### config.mk
export PLATFORM = sky130hd
export DESIGN_NAME = fail_safe_clock_switch
export DESIGN_NICKNAME = d
export VERILOG_FILES = /design/src/clk_switch_pkg.sv /design/src/fail_safe_clock_switch.sv /design/src/sync_two_stage.sv
export SDC_FILE = /design/constraint.sdc
export NUM_CORES = 1
export LEC_CHECK = 0
export BUFFER_PORTS_ARGS = -buffer_cell sky130_fd_sc_hd__clkbuf_2
export CAP_MARGIN = 10
export CORE_MARGIN = 10
export CORE_UTILIZATION = 50
export DETAILED_ROUTE_END_ITERATION = 16
export PLACE_DENSITY = 0.81
export SLEW_MARGIN = 20
export SYNTH_ARGS = -nofsm -noshare
export SYNTH_HDL_FRONTEND = slang
export SYNTH_SLANG_ARGS = --single-unit
### constraint.sdc
create_clock -name clk -period 2.8 [get_ports clk]
set_clock_uncertainty 0.15 [all_clocks]
set_input_delay 0.28 -clock clk [delete_from_list [all_inputs] [get_ports clk]]
set_output_delay 0.28 -clock clk [all_outputs]
set_load 0.01 [all_outputs]
### src/clk_switch_pkg.sv
// package for the fail-safe clock switch: register map, field layout, group codes
// assumes a 32-bit Avalon-MM slave port addressed in bytes
package clk_switch_pkg;

  // ==========================================================================
  // register map
  localparam logic [3:0]  ADDR_CTRL   = 4'h0;
  localparam logic [3:0]  ADDR_STATUS = 4'h4;
  localparam logic [15:0] CTRL_RESET  = 16'h0000;

  // ==========================================================================
  // control register fields
  localparam int CUR_LSB  = 12;
  localparam int NEW_LSB  = 8;
  localparam int LOCK_BIT = 5;
  localparam int CF_BIT   = 3;
  localparam int REQ_BIT  = 0;

  // ==========================================================================
  // unlock keys, low byte then high byte
  localparam logic [7:0] LO_KEY1 = 8'h46;
  localparam logic [7:0] LO_KEY2 = 8'h57;
  localparam logic [7:0] HI_KEY1 = 8'h78;
  localparam logic [7:0] HI_KEY2 = 8'h9A;

  // ==========================================================================
  // oscillator groups
  typedef logic [1:0] group_type;
  localparam group_type GRP_SECONDARY = 2'h0;
  localparam group_type GRP_FRC       = 2'h1;
  localparam group_type GRP_LOW_POWER_RC_OSC      = 2'h2;
  localparam group_type GRP_PRIMARY   = 2'h3;

  // ==========================================================================
  // monitor window in low-power rc edges
  localparam int FAIL_WINDOW_DEF = 4;

  // ==========================================================================
  // switch sequencer states
  typedef enum logic [2:0] {
    ST_IDLE   = 3'b001,
    ST_WAIT   = 3'b010,
    ST_COMMIT = 3'b100
  } sw_state_type;

  // ==========================================================================
  // configuration word pins
  typedef struct packed {
    logic [1:0] monitor_select_cfg;
    logic [1:0] boot_osc_cfg;
    logic [3:0] primary_osc_cfg;
  } cfg_type;

  // oscillator status pins
  typedef struct packed {
    logic [3:0] osc_ready;
    logic       pll_lock;
    logic       sys_osc_tick;
    logic       low_power_rc_osc_tick;
    logic       power_up_timer_done;
    logic       sleep_mode;
    logic       watchdog_sw_enable;
  } osc_pins_type;

endpackage : clk_switch_pkg

### src/fail_safe_clock_switch.sv
// clock-source supervision and group switching with fail-safe fallback
// assumes config word and oscillator status arrive as asynchronous pins,
// rst_n stands for power-on and brown-out reset
`timescale 1ns/1ps
`default_nettype none
// How it works
// RULE1: monitor enable follows monitor select field
// RULE2: low-power rc runs always except sleep; with the monitor off it follows the watchdog software enable instead
// RULE3: failure raises trap, moves to fast rc
// RULE4: failure loads fast rc, sets flag, clears request
// RULE5: watchdog clock untouched by clock failure
// RULE6: power-up timeout before start means failure
// RULE7: switching only between four groups
// RULE8: primary option comes from primary config field
// RULE9: current group read-only, shows actual group
// RULE10: software writes target into new group
// RULE11: reset loads current and new from boot
// RULE12: status bit reports pll lock
// RULE13: clock fail flag read-only, shows failure
// RULE14: request starts switch, clearing it aborts
// RULE15: select upper bit disables switch and monitor
// RULE16: switching disabled, boot config selects clock directly
// RULE17: software avoids clocks under 100 kHz
// RULE18: low byte needs 46h,57h unlock pair
// RULE19: high byte needs 78h,9Ah unlock pair
// RULE20: failure after window of rc edges
module fail_safe_clock_switch
  import clk_switch_pkg::*;
#(
  parameter int FAIL_WINDOW = FAIL_WINDOW_DEF
) (
  input  wire logic                       clk,
  input  wire logic                       rst_n,
  input  wire clk_switch_pkg::cfg_type      cfg_pins,
  input  wire clk_switch_pkg::osc_pins_type osc_pins,
  input  wire logic [3:0]                 address,
  input  wire logic                       read,
  input  wire logic                       write,
  input  wire logic [31:0]                writedata,
  input  wire logic [3:0]                 byteenable,
  output var  logic [31:0]                readdata,
  output var  logic                       waitrequest,
  output var  logic [1:0]                 clock_sel,
  output var  logic [3:0]                 primary_sel,
  output var  logic [3:0]                 osc_enable,
  output var  logic                       low_power_rc_osc_run,
  output var  logic                       clock_fail_trap
);
  import clk_switch_pkg::*;

  // ==========================================================================
  // parameter check
  if (FAIL_WINDOW < 2 || FAIL_WINDOW > 255)
  begin : g_bad_window
    $error("FAIL_WINDOW must lie in 2..255");
  end

  // ==========================================================================
  // input synchronisers
  cfg_type      cfg_s;
  osc_pins_type pin_s;

  // synchronisers run through reset so boot load reads settled pins
  sync_two_stage #(.WIDTH($bits(cfg_type))) u_sync_cfg (
    .clk   (clk),
    .d     (cfg_pins),
    .q     (cfg_s)
  );

  sync_two_stage #(.WIDTH($bits(osc_pins_type))) u_sync_osc (
    .clk   (clk),
    .d     (osc_pins),
    .q     (pin_s)
  );

  // ==========================================================================
  // state
  group_type    cur_r;
  group_type    new_r;
  logic         req_r;
  logic         cf_r;
  logic         boot_load_r;
  logic [1:0]   lo_stage_r;
  logic [1:0]   hi_stage_r;
  logic [7:0]   miss_cnt_r;
  logic         sys_tick_d_r;
  logic         low_power_rc_osc_tick_d_r;
  logic         power_up_timer_d_r;
  sw_state_type state_r;
  sw_state_type state_nxt;

  // ==========================================================================
  // configuration decode
  // RULE1 monitor enable
  wire monitor_en = (cfg_s.monitor_select_cfg == 2'h0);
  // RULE15 upper bit off
  wire switch_en  = ~cfg_s.monitor_select_cfg[1];

  // ==========================================================================
  // bus decode
  wire acc      = (read | write) & ~waitrequest;
  wire wr_ctrl  = acc & write & (address == ADDR_CTRL);
  wire lo_lane  = wr_ctrl & byteenable[0];
  wire hi_lane  = wr_ctrl & byteenable[1];
  wire [7:0] lo_byte = writedata[7:0];
  wire [7:0] hi_byte = writedata[15:8];
  // RULE18 low byte open
  wire lo_open  = lo_lane & (lo_stage_r == 2'h2);
  // RULE19 high byte open
  wire hi_open  = hi_lane & (hi_stage_r == 2'h2);

  wire [1:0] lo_stage_nxt = !acc ? lo_stage_r :
                            !lo_lane ? 2'h0 :
                            (lo_stage_r == 2'h0 && lo_byte == LO_KEY1) ? 2'h1 :
                            (lo_stage_r == 2'h1 && lo_byte == LO_KEY2) ? 2'h2 : 2'h0;
  wire [1:0] hi_stage_nxt = !acc ? hi_stage_r :
                            !hi_lane ? 2'h0 :
                            (hi_stage_r == 2'h0 && hi_byte == HI_KEY1) ? 2'h1 :
                            (hi_stage_r == 2'h1 && hi_byte == HI_KEY2) ? 2'h2 : 2'h0;

  // ==========================================================================
  // failure monitor
  wire sys_edge  = pin_s.sys_osc_tick ^ sys_tick_d_r;
  wire low_power_rc_osc_edge = pin_s.low_power_rc_osc_tick ^ low_power_rc_osc_tick_d_r;
  wire power_up_timer_rise = pin_s.power_up_timer_done & ~power_up_timer_d_r;
  wire watching  = monitor_en & ~pin_s.sleep_mode & ~boot_load_r & (cur_r != GRP_FRC);
  // RULE20 missed edge window
  wire miss_fail = watching & low_power_rc_osc_edge & ~sys_edge
                   & (miss_cnt_r == 8'(FAIL_WINDOW - 1));
  // RULE6 slow start
  wire slow_fail = watching & power_up_timer_rise & ~pin_s.osc_ready[cur_r];
  wire fail      = miss_fail | slow_fail;

  wire [7:0] miss_cnt_nxt = (sys_edge | ~watching) ? 8'h00 :
                            low_power_rc_osc_edge ? miss_cnt_r + 8'h01 : miss_cnt_r;

  // ==========================================================================
  // switch sequencer
  wire commit = (state_r == ST_COMMIT) & req_r;

  always_comb
  begin
    state_nxt = state_r;
    unique case (state_r)
      ST_IDLE:   if (req_r && switch_en) state_nxt = ST_WAIT;
      ST_WAIT:   if (pin_s.osc_ready[new_r]) state_nxt = ST_COMMIT;
      ST_COMMIT: state_nxt = ST_IDLE;
      default:   state_nxt = ST_IDLE;
    endcase
    // RULE14 clearing aborts
    if (!req_r || fail || boot_load_r || !switch_en)
      state_nxt = ST_IDLE;
  end

  // RULE11 boot load
  // RULE16 direct selection
  // RULE3 move to fast rc
  // RULE7 whole groups only
  wire group_type cur_nxt = (boot_load_r || !switch_en) ? group_type'(cfg_s.boot_osc_cfg) :
                            fail ? GRP_FRC :
                            commit ? new_r : cur_r;
  // RULE10 software target
  wire group_type new_nxt = boot_load_r ? group_type'(cfg_s.boot_osc_cfg) :
                            hi_open ? group_type'(hi_byte[NEW_LSB-8 +: 2]) : new_r;
  // RULE4 request cleared on failure
  // RULE14 software set wins over commit clear
  wire req_nxt = (boot_load_r | fail) ? 1'b0 :
                 lo_open ? lo_byte[REQ_BIT] :
                 commit ? 1'b0 : req_r;
  // RULE13 sticky read-only flag
  wire cf_nxt  = cf_r | fail;

  // ==========================================================================
  // outputs
  // RULE2 rc kept running
  // RULE5 watchdog clock independent of failure
  wire low_power_rc_osc_run_nxt = monitor_en ? ~pin_s.sleep_mode : pin_s.watchdog_sw_enable;
  wire [3:0] cur_onehot = 4'h1 << cur_r;
  wire [3:0] new_onehot = (state_r != ST_IDLE) ? (4'h1 << new_r) : 4'h0;
  // RULE6 original oscillator off
  wire [3:0] osc_enable_nxt = (4'h1 << cur_nxt) | (fail ? 4'h0 : new_onehot);
  // RULE8 primary option
  wire [3:0] primary_sel_nxt = (cur_nxt == GRP_PRIMARY) ? cfg_s.primary_osc_cfg
                                                        : primary_sel;

  // RULE9 read-only group field
  // RULE12 lock status
  wire [15:0] ctrl_word = {2'h0, cur_r, 2'h0, new_r, 2'h0, pin_s.pll_lock,
                           1'b0, cf_r, 2'h0, req_r};
  wire [15:0] status_word = {9'h000, (state_r != ST_IDLE), low_power_rc_osc_run,
                             monitor_en, switch_en, cur_onehot[0], 2'h0};
  wire [31:0] rd_nxt = (address == ADDR_CTRL)   ? {16'h0000, ctrl_word} :
                       (address == ADDR_STATUS) ? {16'h0000, status_word} : 32'h0000_0000;
  wire wait_nxt = ~((read | write) & waitrequest);

  // ==========================================================================
  // registers
  always_ff @(posedge clk)
  begin
    if (!rst_n)
    begin
      cur_r           <= GRP_FRC;
      new_r           <= GRP_FRC;
      req_r           <= CTRL_RESET[REQ_BIT];
      cf_r            <= CTRL_RESET[CF_BIT];
      boot_load_r     <= 1'b1;
      lo_stage_r      <= 2'h0;
      hi_stage_r      <= 2'h0;
      miss_cnt_r      <= 8'h00;
      sys_tick_d_r    <= 1'b0;
      low_power_rc_osc_tick_d_r   <= 1'b0;
      power_up_timer_d_r        <= 1'b0;
      state_r         <= ST_IDLE;
      readdata        <= 32'h0000_0000;
      waitrequest     <= 1'b1;
      clock_sel       <= GRP_FRC;
      primary_sel     <= 4'h0;
      osc_enable      <= 4'h0;
      low_power_rc_osc_run        <= 1'b0;
      clock_fail_trap <= 1'b0;
    end
    else
    begin
      cur_r           <= cur_nxt;
      new_r           <= new_nxt;
      req_r           <= req_nxt;
      cf_r            <= cf_nxt;
      boot_load_r     <= 1'b0;
      lo_stage_r      <= lo_stage_nxt;
      hi_stage_r      <= hi_stage_nxt;
      miss_cnt_r      <= miss_cnt_nxt;
      sys_tick_d_r    <= pin_s.sys_osc_tick;
      low_power_rc_osc_tick_d_r   <= pin_s.low_power_rc_osc_tick;
      power_up_timer_d_r        <= pin_s.power_up_timer_done;
      state_r         <= state_nxt;
      readdata        <= rd_nxt;
      waitrequest     <= wait_nxt;
      clock_sel       <= cur_nxt;
      primary_sel     <= primary_sel_nxt;
      osc_enable      <= osc_enable_nxt;
      low_power_rc_osc_run        <= low_power_rc_osc_run_nxt;
      // RULE3 trap pulse
      clock_fail_trap <= fail;
    end
  end

  // ==========================================================================
  // assertions
  property p_fail_frc;
    @(posedge clk) disable iff (!rst_n)
    fail && switch_en |=> cur_r == GRP_FRC && cf_r && !req_r && clock_fail_trap;
  endproperty
  a_fail_frc: assert property (p_fail_frc) // RULE4
    else $error("failure did not force fast rc group");

  property p_cf_sticky;
    @(posedge clk) disable iff (!rst_n)
    cf_r |=> cf_r;
  endproperty
  a_cf_sticky: assert property (p_cf_sticky) // RULE13
    else $error("clock fail flag dropped");

  property p_trap_cause;
    @(posedge clk) disable iff (!rst_n)
    $rose(clock_fail_trap) |-> $past(monitor_en) && $past(cur_r) != GRP_FRC;
  endproperty
  a_trap_cause: assert property (p_trap_cause) // RULE1
    else $error("trap without active monitor");

  property p_low_power_rc_osc_run;
    @(posedge clk) disable iff (!rst_n)
    rst_n && monitor_en && !pin_s.sleep_mode ##1 monitor_en |-> low_power_rc_osc_run;
  endproperty
  a_low_power_rc_osc_run: assert property (p_low_power_rc_osc_run) // RULE2
    else $error("rc oscillator stopped while monitoring");

  property p_boot_load;
    @(posedge clk) disable iff (!rst_n)
    rst_n && boot_load_r |=> cur_r == $past(cfg_s.boot_osc_cfg)
                             && new_r == $past(cfg_s.boot_osc_cfg);
  endproperty
  a_boot_load: assert property (p_boot_load) // RULE11
    else $error("reset did not load boot group");

  property p_direct;
    @(posedge clk) disable iff (!rst_n)
    rst_n && !switch_en ##1 !switch_en |-> cur_r == $past(cfg_s.boot_osc_cfg)
                                           && clock_sel == cur_r;
  endproperty
  a_direct: assert property (p_direct) // RULE16
    else $error("group not following boot config");

  property p_abort;
    @(posedge clk) disable iff (!rst_n)
    state_r != ST_IDLE && !req_r |=> state_r == ST_IDLE;
  endproperty
  a_abort: assert property (p_abort) // RULE14
    else $error("cleared request did not abort switch");

  property p_no_unlock;
    @(posedge clk) disable iff (!rst_n)
    lo_lane && lo_stage_r != 2'h2 && !fail && !commit && !boot_load_r |=> req_r == $past(req_r);
  endproperty
  a_no_unlock: assert property (p_no_unlock) // RULE18
    else $error("locked low byte was written");

  property p_wait_ack;
    @(posedge clk) disable iff (!rst_n)
    (read || write) && waitrequest |=> !waitrequest ##1 waitrequest;
  endproperty
  a_wait_ack: assert property (p_wait_ack)
    else $error("bus answer not one cycle late");

  property p_lock_read;
    @(posedge clk) disable iff (!rst_n)
    read && waitrequest && address == ADDR_CTRL |=> readdata[LOCK_BIT] == $past(pin_s.pll_lock);
  endproperty
  a_lock_read: assert property (p_lock_read) // RULE12
    else $error("lock bit misreported");

  c_fail:   cover property (@(posedge clk) disable iff (!rst_n) miss_fail);
  c_slow:   cover property (@(posedge clk) disable iff (!rst_n) slow_fail);
  c_switch: cover property (@(posedge clk) disable iff (!rst_n) commit);
  c_abort:  cover property (@(posedge clk) disable iff (!rst_n)
                            state_r == ST_WAIT ##1 state_r == ST_IDLE && !req_r);

endmodule : fail_safe_clock_switch
`default_nettype wire

### src/sync_two_stage.sv
// two flip-flop synchroniser for a bundle of level inputs
// assumes each bit is an independent slow level or toggle from outside clk,
// and that reset is held for at least two clocks so the chain is full at release
`timescale 1ns/1ps
`default_nettype none
module sync_two_stage #(
  parameter int WIDTH = 1
) (
  input  wire logic             clk,
  input  wire logic [WIDTH-1:0] d,
  output var  logic [WIDTH-1:0] q
);

  logic [WIDTH-1:0] meta_r;

  // ==========================================================================
  // first stage feeds only the second
  // no reset: the chain fills while the block is held in reset, so the boot
  // load at release sees the real pins and not a cleared zero
  always_ff @(posedge clk)
  begin
    meta_r <= d;
    q      <= meta_r;
  end

endmodule : sync_two_stage
`default_nettype wire

# After elaboration in Yosys (flattened, before gate mapping)
# Index checks and enable logic that the tools add are counted.
# totals
regBits,104
in_bits,62
output_inout_bits,45
wordCells,133
# op_classes
n_reduce_logical,22
mux,26
shift,3
eq_ne,18
n_lt_le_gt_ge,2
n_addsub,1
bitwise,37
# ops
op,count
8-bit by 7-bit equality test with 1-bit output (second input constant),3
2-bit 2-to-1 mux,11
1-bit AND,18
14-bit 2-to-1 mux,1
1-bit inverter,11
8-bit by 1-bit adder with 8-bit output (second input constant),1
8-bit by 2-bit equality test with 1-bit output (second input constant),1
8-bit equality test (second input constant),1
4-bit 2-to-1 mux,2
2-bit OR reduction,4
1-bit by 2-bit << shifter with 4-bit output (first input constant),2
7-bit 2-to-1 mux,1
2-bit equality test (second input constant),3
2-bit logical NOT,3
2-bit by 3-bit < comparator with 1-bit output (second input constant),2
1-bit 2-to-1 mux,6
3-bit 2-to-1 mux,2
3-bit case mux with 2 select lines,1
1-bit logical AND,5
1-bit OR,5
1-bit binary-select mux with 2-bit select,2
2-bit by 1-bit equality test with 1-bit output (second input constant),2
4-bit by 3-bit equality test with 1-bit output (second input constant),1
4-bit logical NOT,1
14 further kinds,20

# Longest topological paths before layout
# logic_depth
word_depth,12
depth_mapped,6
ltp_nobuf,5

# Modules after synthesis
# A second synthesis with hierarchy kept.
# unflattened
cells_unflattened,275
hier_area_um2,2882.8
# by_module_without_submodules
module,n_inst,area_each_um2,cells_each,seq_area_each_um2
fail_safe_clock_switch,1,2162.1,239,920.9
sync_two_stage at u_sync_osc,1,400.4,20,400.4
sync_two_stage at u_sync_cfg,1,320.3,16,320.3

# Worst setup path after synthesis
# No wires, ideal clock.
# synth_timing
path_kind,register to register
startpoint,reg cur_r[0]
endpoint,reg cur_r[1]
slack_ns,1.077
synth_period_minus_slack_ns,1.723
t_arrival_ns,1.503
setup_time_ns,0.070
path_buffers,1
t_required_ns,2.580
stages_incl_launch_ff,7
cell_sequence,dfxtp_1 -> buf_4 -> mux2i_1 -> a22oi_2 -> o22ai_2 -> or4_1 -> a21oi_1
# synth_between
elab_chain_len,8
elab_cells_between_ends,13
cone_classes,eq/ne: 1; mux: 4; bitwise: 8
# synth_lines
element,line_no,text
from (decl),fail_safe_clock_switch.sv:78,group_type cur_r;
from (signal assigned),fail_safe_clock_switch.sv:224,cur_r <= cur_nxt;
2-bit by 1-bit inequality test with 1-bit output,fail_safe_clock_switch.sv:126,wire watching = monitor_en & ~pin_s.sleep_mode & ~boot_load_r & (cur_r != GRP_FRC);
1-bit AND,fail_safe_clock_switch.sv:126,
1-bit AND (2 in series),fail_safe_clock_switch.sv:128,wire miss_fail = watching & low_power_rc_osc_edge & ~sys_edge
1-bit AND,fail_safe_clock_switch.sv:129,& (miss_cnt_r == 8'(FAIL_WINDOW - 1));
1-bit OR (*),fail_safe_clock_switch.sv:132,wire fail = miss_fail | slow_fail;
2-bit 2-to-1 mux (*),fail_safe_clock_switch.sv:160,fail ? GRP_FRC :
2-bit 2-to-1 mux (*),fail_safe_clock_switch.sv:159,wire group_type cur_nxt = (boot_load_r || !switch_en) ? group_type'(cfg_s.boot_osc_cfg) :
# Every way passes the cells marked *; elsewhere a longest branch is shown, timed or not. The select of a mux whose other input is x is not followed.
# A chain may end at the register's enable or synchronous reset.

# Worst setup path in the final report
# layout_timing
startpoint,reg u_sync_cfg.q[7]
endpoint,reg osc_enable[0]
# layout_between
elab_chain_len,12
elab_cells_between_ends,16
cone_classes,shift: 1; mux: 3; bitwise: 10; reduce/logical: 2
# layout_lines
element,line_no,text
from (decl),sync_two_stage.sv:11,output var logic [WIDTH-1:0] q
from (signal assigned),sync_two_stage.sv:23,q <= meta_r;
2-bit logical NOT,fail_safe_clock_switch.sv:95,wire monitor_en = (cfg_s.monitor_select_cfg == 2'h0);
1-bit AND (3 in series),fail_safe_clock_switch.sv:126,
1-bit AND (2 in series),fail_safe_clock_switch.sv:128,
1-bit AND,fail_safe_clock_switch.sv:129,
1-bit OR,fail_safe_clock_switch.sv:132,
2-bit 2-to-1 mux,fail_safe_clock_switch.sv:160,
2-bit 2-to-1 mux,fail_safe_clock_switch.sv:159,
1-bit by 2-bit << shifter with 4-bit output,fail_safe_clock_switch.sv:181,wire [3:0] osc_enable_nxt = (4'h1 << cur_nxt) | (fail ? 4'h0 : new_onehot);
4-bit OR (*),fail_safe_clock_switch.sv:181,
to (signal assigned),fail_safe_clock_switch.sv:240,osc_enable <= osc_enable_nxt;
to (decl),fail_safe_clock_switch.sv:45,"output var logic [3:0] osc_enable,"
# Every way passes the cells marked *; elsewhere a longest branch is shown, timed or not.

==> flow_metrics.py <==
metrics = {
    "detailed_routing": {
        "wl_um": 5830,
        "wl_per_cell_um": 13.3,
        "dr.pass1.iters": 4,
        "vias_per_cell": 4.82,
        "first_iter_violations": 45,
        "vias": 2119,
        "drc": 0,
        "antenna_left": 0,
    },
    "critical_path": {
        "cp_max_fo": 9,
        "worstSetupPathType": "flip-flop to flip-flop",
        "required_ns": 2.89,
        "crit_arrival_ns": 2.07,
        "r2r_cells": 5,
        "r2r_start": "u_sync_cfg.q[7]",
        "rrSetupSlack_ns": 0.81,
        "start_kind": "flip-flop",
        "critPathCapture": "osc_enable[0]",
        "crit_start": "u_sync_cfg.q[7]",
        "end_kind": "flip-flop",
        "reg2reg_to": "osc_enable[0]",
    },
    "placement": {
        "postPlaceCellArea_um2": 3190,
        "place_congestion": 0.821,
        "dp_hpwl_um": 4350,
        "portBuffers": 66,
    },
    "clock_network": {
        "cts_tree": "done",
        "cts_root_buf": "clkbuf_8",
        "clock_latency_ns": 0.35,
        "clock_sinks": 82,
        "clk_path_buf_depth": 2,
        "postCtsResizedCells": 0,
        "cts.clk_slew.worst_paths_ns": 0.09,
        "htreeDepth": 3,
        "post_cts_buffers": 0,
        "numCtsBuffers": 9,
    },
    "sta": {
        "hold_violations": 0,
        "finalMaxSlewViolations": 0,
        "finalCritPeriodShare": 0.710,
        "setup_viol": 0,
        "rsz0062_at_grt": "false",
        "relSlewSlack": 0.609,
        "worstMarginPinSlew_ns": 0.586,
        "min_period_ns": 1.99,
        "max_freq_mhz": 503,
        "tns_ns": 0,
    },
    "layout": {
        "multi_input_area_um2": 1100,
        "antenna_cells": 0,
        "fillCellCount": 466,
        "layout-drive-gt1-share": 0.247,
        "syn2layout_area_growth_pct": 24.2,
        "layout.nets": 426,
        "final_core_util": 0.646,
        "fin_area_um2": 3580,
        "seq_area_um2": 1640,
    },
    "synthesis": {
        "netlist_area_um2": 2880,
        "yosys.area.top_type": "dfxtp_1",
        "yosysWarnings": 0,
        "ys_seq_area_frac": 0.570,
        "yosys.area.top_type_share": 0.570,
        "synthCells": 275,
        "ys_ff_latch": 82,
        "synth-main-ff-cell": "dfxtp_1",
        "yosys.cell_types.count": 48,
        "synth_area_per_cell_um2": 10.5,
        "async_flop_share": 0,
        "synth_edf_count": 0,
        "synth_area_leaders": "dfxtp_1 57%, buf_4 6.0%, mux2i_1 5.2%",
    },
    "power": {
        "peakVddDrop_uv": 411,
        "p_leak_uw": 0.00156,
        "power_density_nw_per_um2": 628,
    },
    "die": {
        "rows": 27,
        "die_w_um": 95.9,
        "initial_utilization": 0.520,
        "fp.coreArea_um2": 5540,
        "die_y_um": 95.9,
        "ios": 107,
        "die_area_um2": 9200,
    },
    "status": {
        "status": "finished clean",
    },
    "grt": {
        "grtUsageTotal": 0.132,
        "grt_pass1_wl_um": 9650,
        "overflow": 0,
        "grt_max_degree": 23,
        "antenna_found_initial": 0,
        "grt_pass1_vias": 2189,
    },
    "run": {
        "maxCapViolations": 0,
    },
    "min_path": {
        "min_path_type": "input port to flip-flop",
    },
}
## area by class of cell
cell class	instances	share of cell area
Clock inverter	7	0.0217
Inverter	3	0.00315
Timing Repair Buffer	86	0.148
Clock buffer	9	0.0346
Sequential cell	82	0.459
Multi-Input combinational cell	181	0.309
Tap cell	72	0.0252
## kinds of logic after synthesis
| family | count (synthesis) | share of synthesized area |
|---|---|---|
| AO/OA/AOI/OAI | 26 | 0.0626 |
| AND/OR/NAND/NOR | 106 | 0.197 |
| adder cells (fa/ha/maj) | 1 | 0.00434 |
| multiplexers | 17 | 0.0639 |
| other | 1 | 0.00130 |
| XOR/XNOR | 9 | 0.0274 |
| buffers and inverters | 33 | 0.0739 |
| flip-flops | 82 | 0.570 |
## sequential cells by signal, summed over array words and instances (netlist names), 2 cells and up
name               flops
readdata              10
miss_cnt_r             8
u_sync_osc.meta_r     10
u_sync_cfg.meta_r      8
lo_stage_r             2
u_sync_osc.q          10
osc_enable             4
u_sync_cfg.q           8
cur_r                  2
primary_sel            4
state_r                3
hi_stage_r             2
new_r                  2
## critical path, cell delays in order, from the launching register on
cell	delay [ns]
dfxtp_1	0.38
nor4_2	0.42
nand2_1	0.12
o22ai_2	0.43
nor2_1	0.14
a32o_1	0.25
## where the power goes
part	switching, uW	internal, uW	total [uW]
logic	79.0	80.8	160
clock network	432	418	850
registers	27.8	1210	1240
total	539	1710	2250
## cell usage after synthesis, types with 5 or more instances
library cell  number
nand4_1            6
and2_1            10
dfxtp_1           82
nor2b_1            5
nor3_1             6
xor2_1             7
mux2i_1           15
a21oi_1            7
nand3_1            6
nand2_1           21
clkbuf_1           5
o21ai_0            6
buf_4             23
nor3b_1            5
nor2_1            27
## stage by stage
stage,instances,power [uW],hold slack (ns),worst slack [ns]
after floorplan,296,1360,0.158,1.08
after global placement,405,1400,0.160,0.844
after detailed placement,405,1400,0.162,0.837
after CTS,440,2260,0.0103,0.818
after global routing,440,2340,0.0223,0.686
final,440,2250,0.0337,0.812
## cells in the final DEF (no fill, tap or decap), types with 2 or more instances in the layout
| master | n |
|---|---|
| clkbuf_8 | 9 |
| nand3b_1 | 3 |
| dlygate4sd3_1 | 19 |
| dfxtp_1 | 82 |
| conb_1 | 22 |
| nor2b_1 | 5 |
| nor3_1 | 6 |
| mux2i_1 | 15 |
| inv_1 | 3 |
| nor4_1 | 2 |
| nand3_1 | 6 |
| nor3b_1 | 5 |
| a21oi_1 | 7 |
| xnor2_1 | 2 |
| xor2_1 | 7 |
| nand4_1 | 6 |
| clkinv_4 | 3 |
| clkbuf_2 | 66 |
| nor4bb_1 | 2 |
| nor2_1 | 27 |
| and2_1 | 10 |
| a32o_1 | 2 |
| nand2_1 | 21 |
| o21ai_0 | 6 |
| and3_1 | 3 |
## how the worst min path moves through the flow
stage / start / end / slack [ns] / cells past startpoint
floorplan: cfg_pins[0] / u_sync_cfg.meta_r[0] / 0.16 / 0
detailed placement: u_sync_osc.meta_r[5] / u_sync_osc.q[5] / 0.16 / 0
global placement: u_sync_cfg.meta_r[3] / u_sync_cfg.q[3] / 0.16 / 0
global route: write / waitrequest / 0.02 / 2
CTS: write / waitrequest / 0.01 / 2
finish: write / waitrequest / 0.03 / 2
## timing repair
action	4_1_cts	5_1_grt
endpoints found under the hold margin	19	0
endpoints found under the setup margin	0	0
hold buffers	19	0
## per-layer routing
layer  global-route usage  wire length [um]  up-vias
li1                     -                 -     1077
met1                0.141              2290      970
met2                0.224              2910       63
met3               0.0560               543        9
met4               0.0553                91        0
met5                    0                 0        -
(Power assumes the default switching activity.)
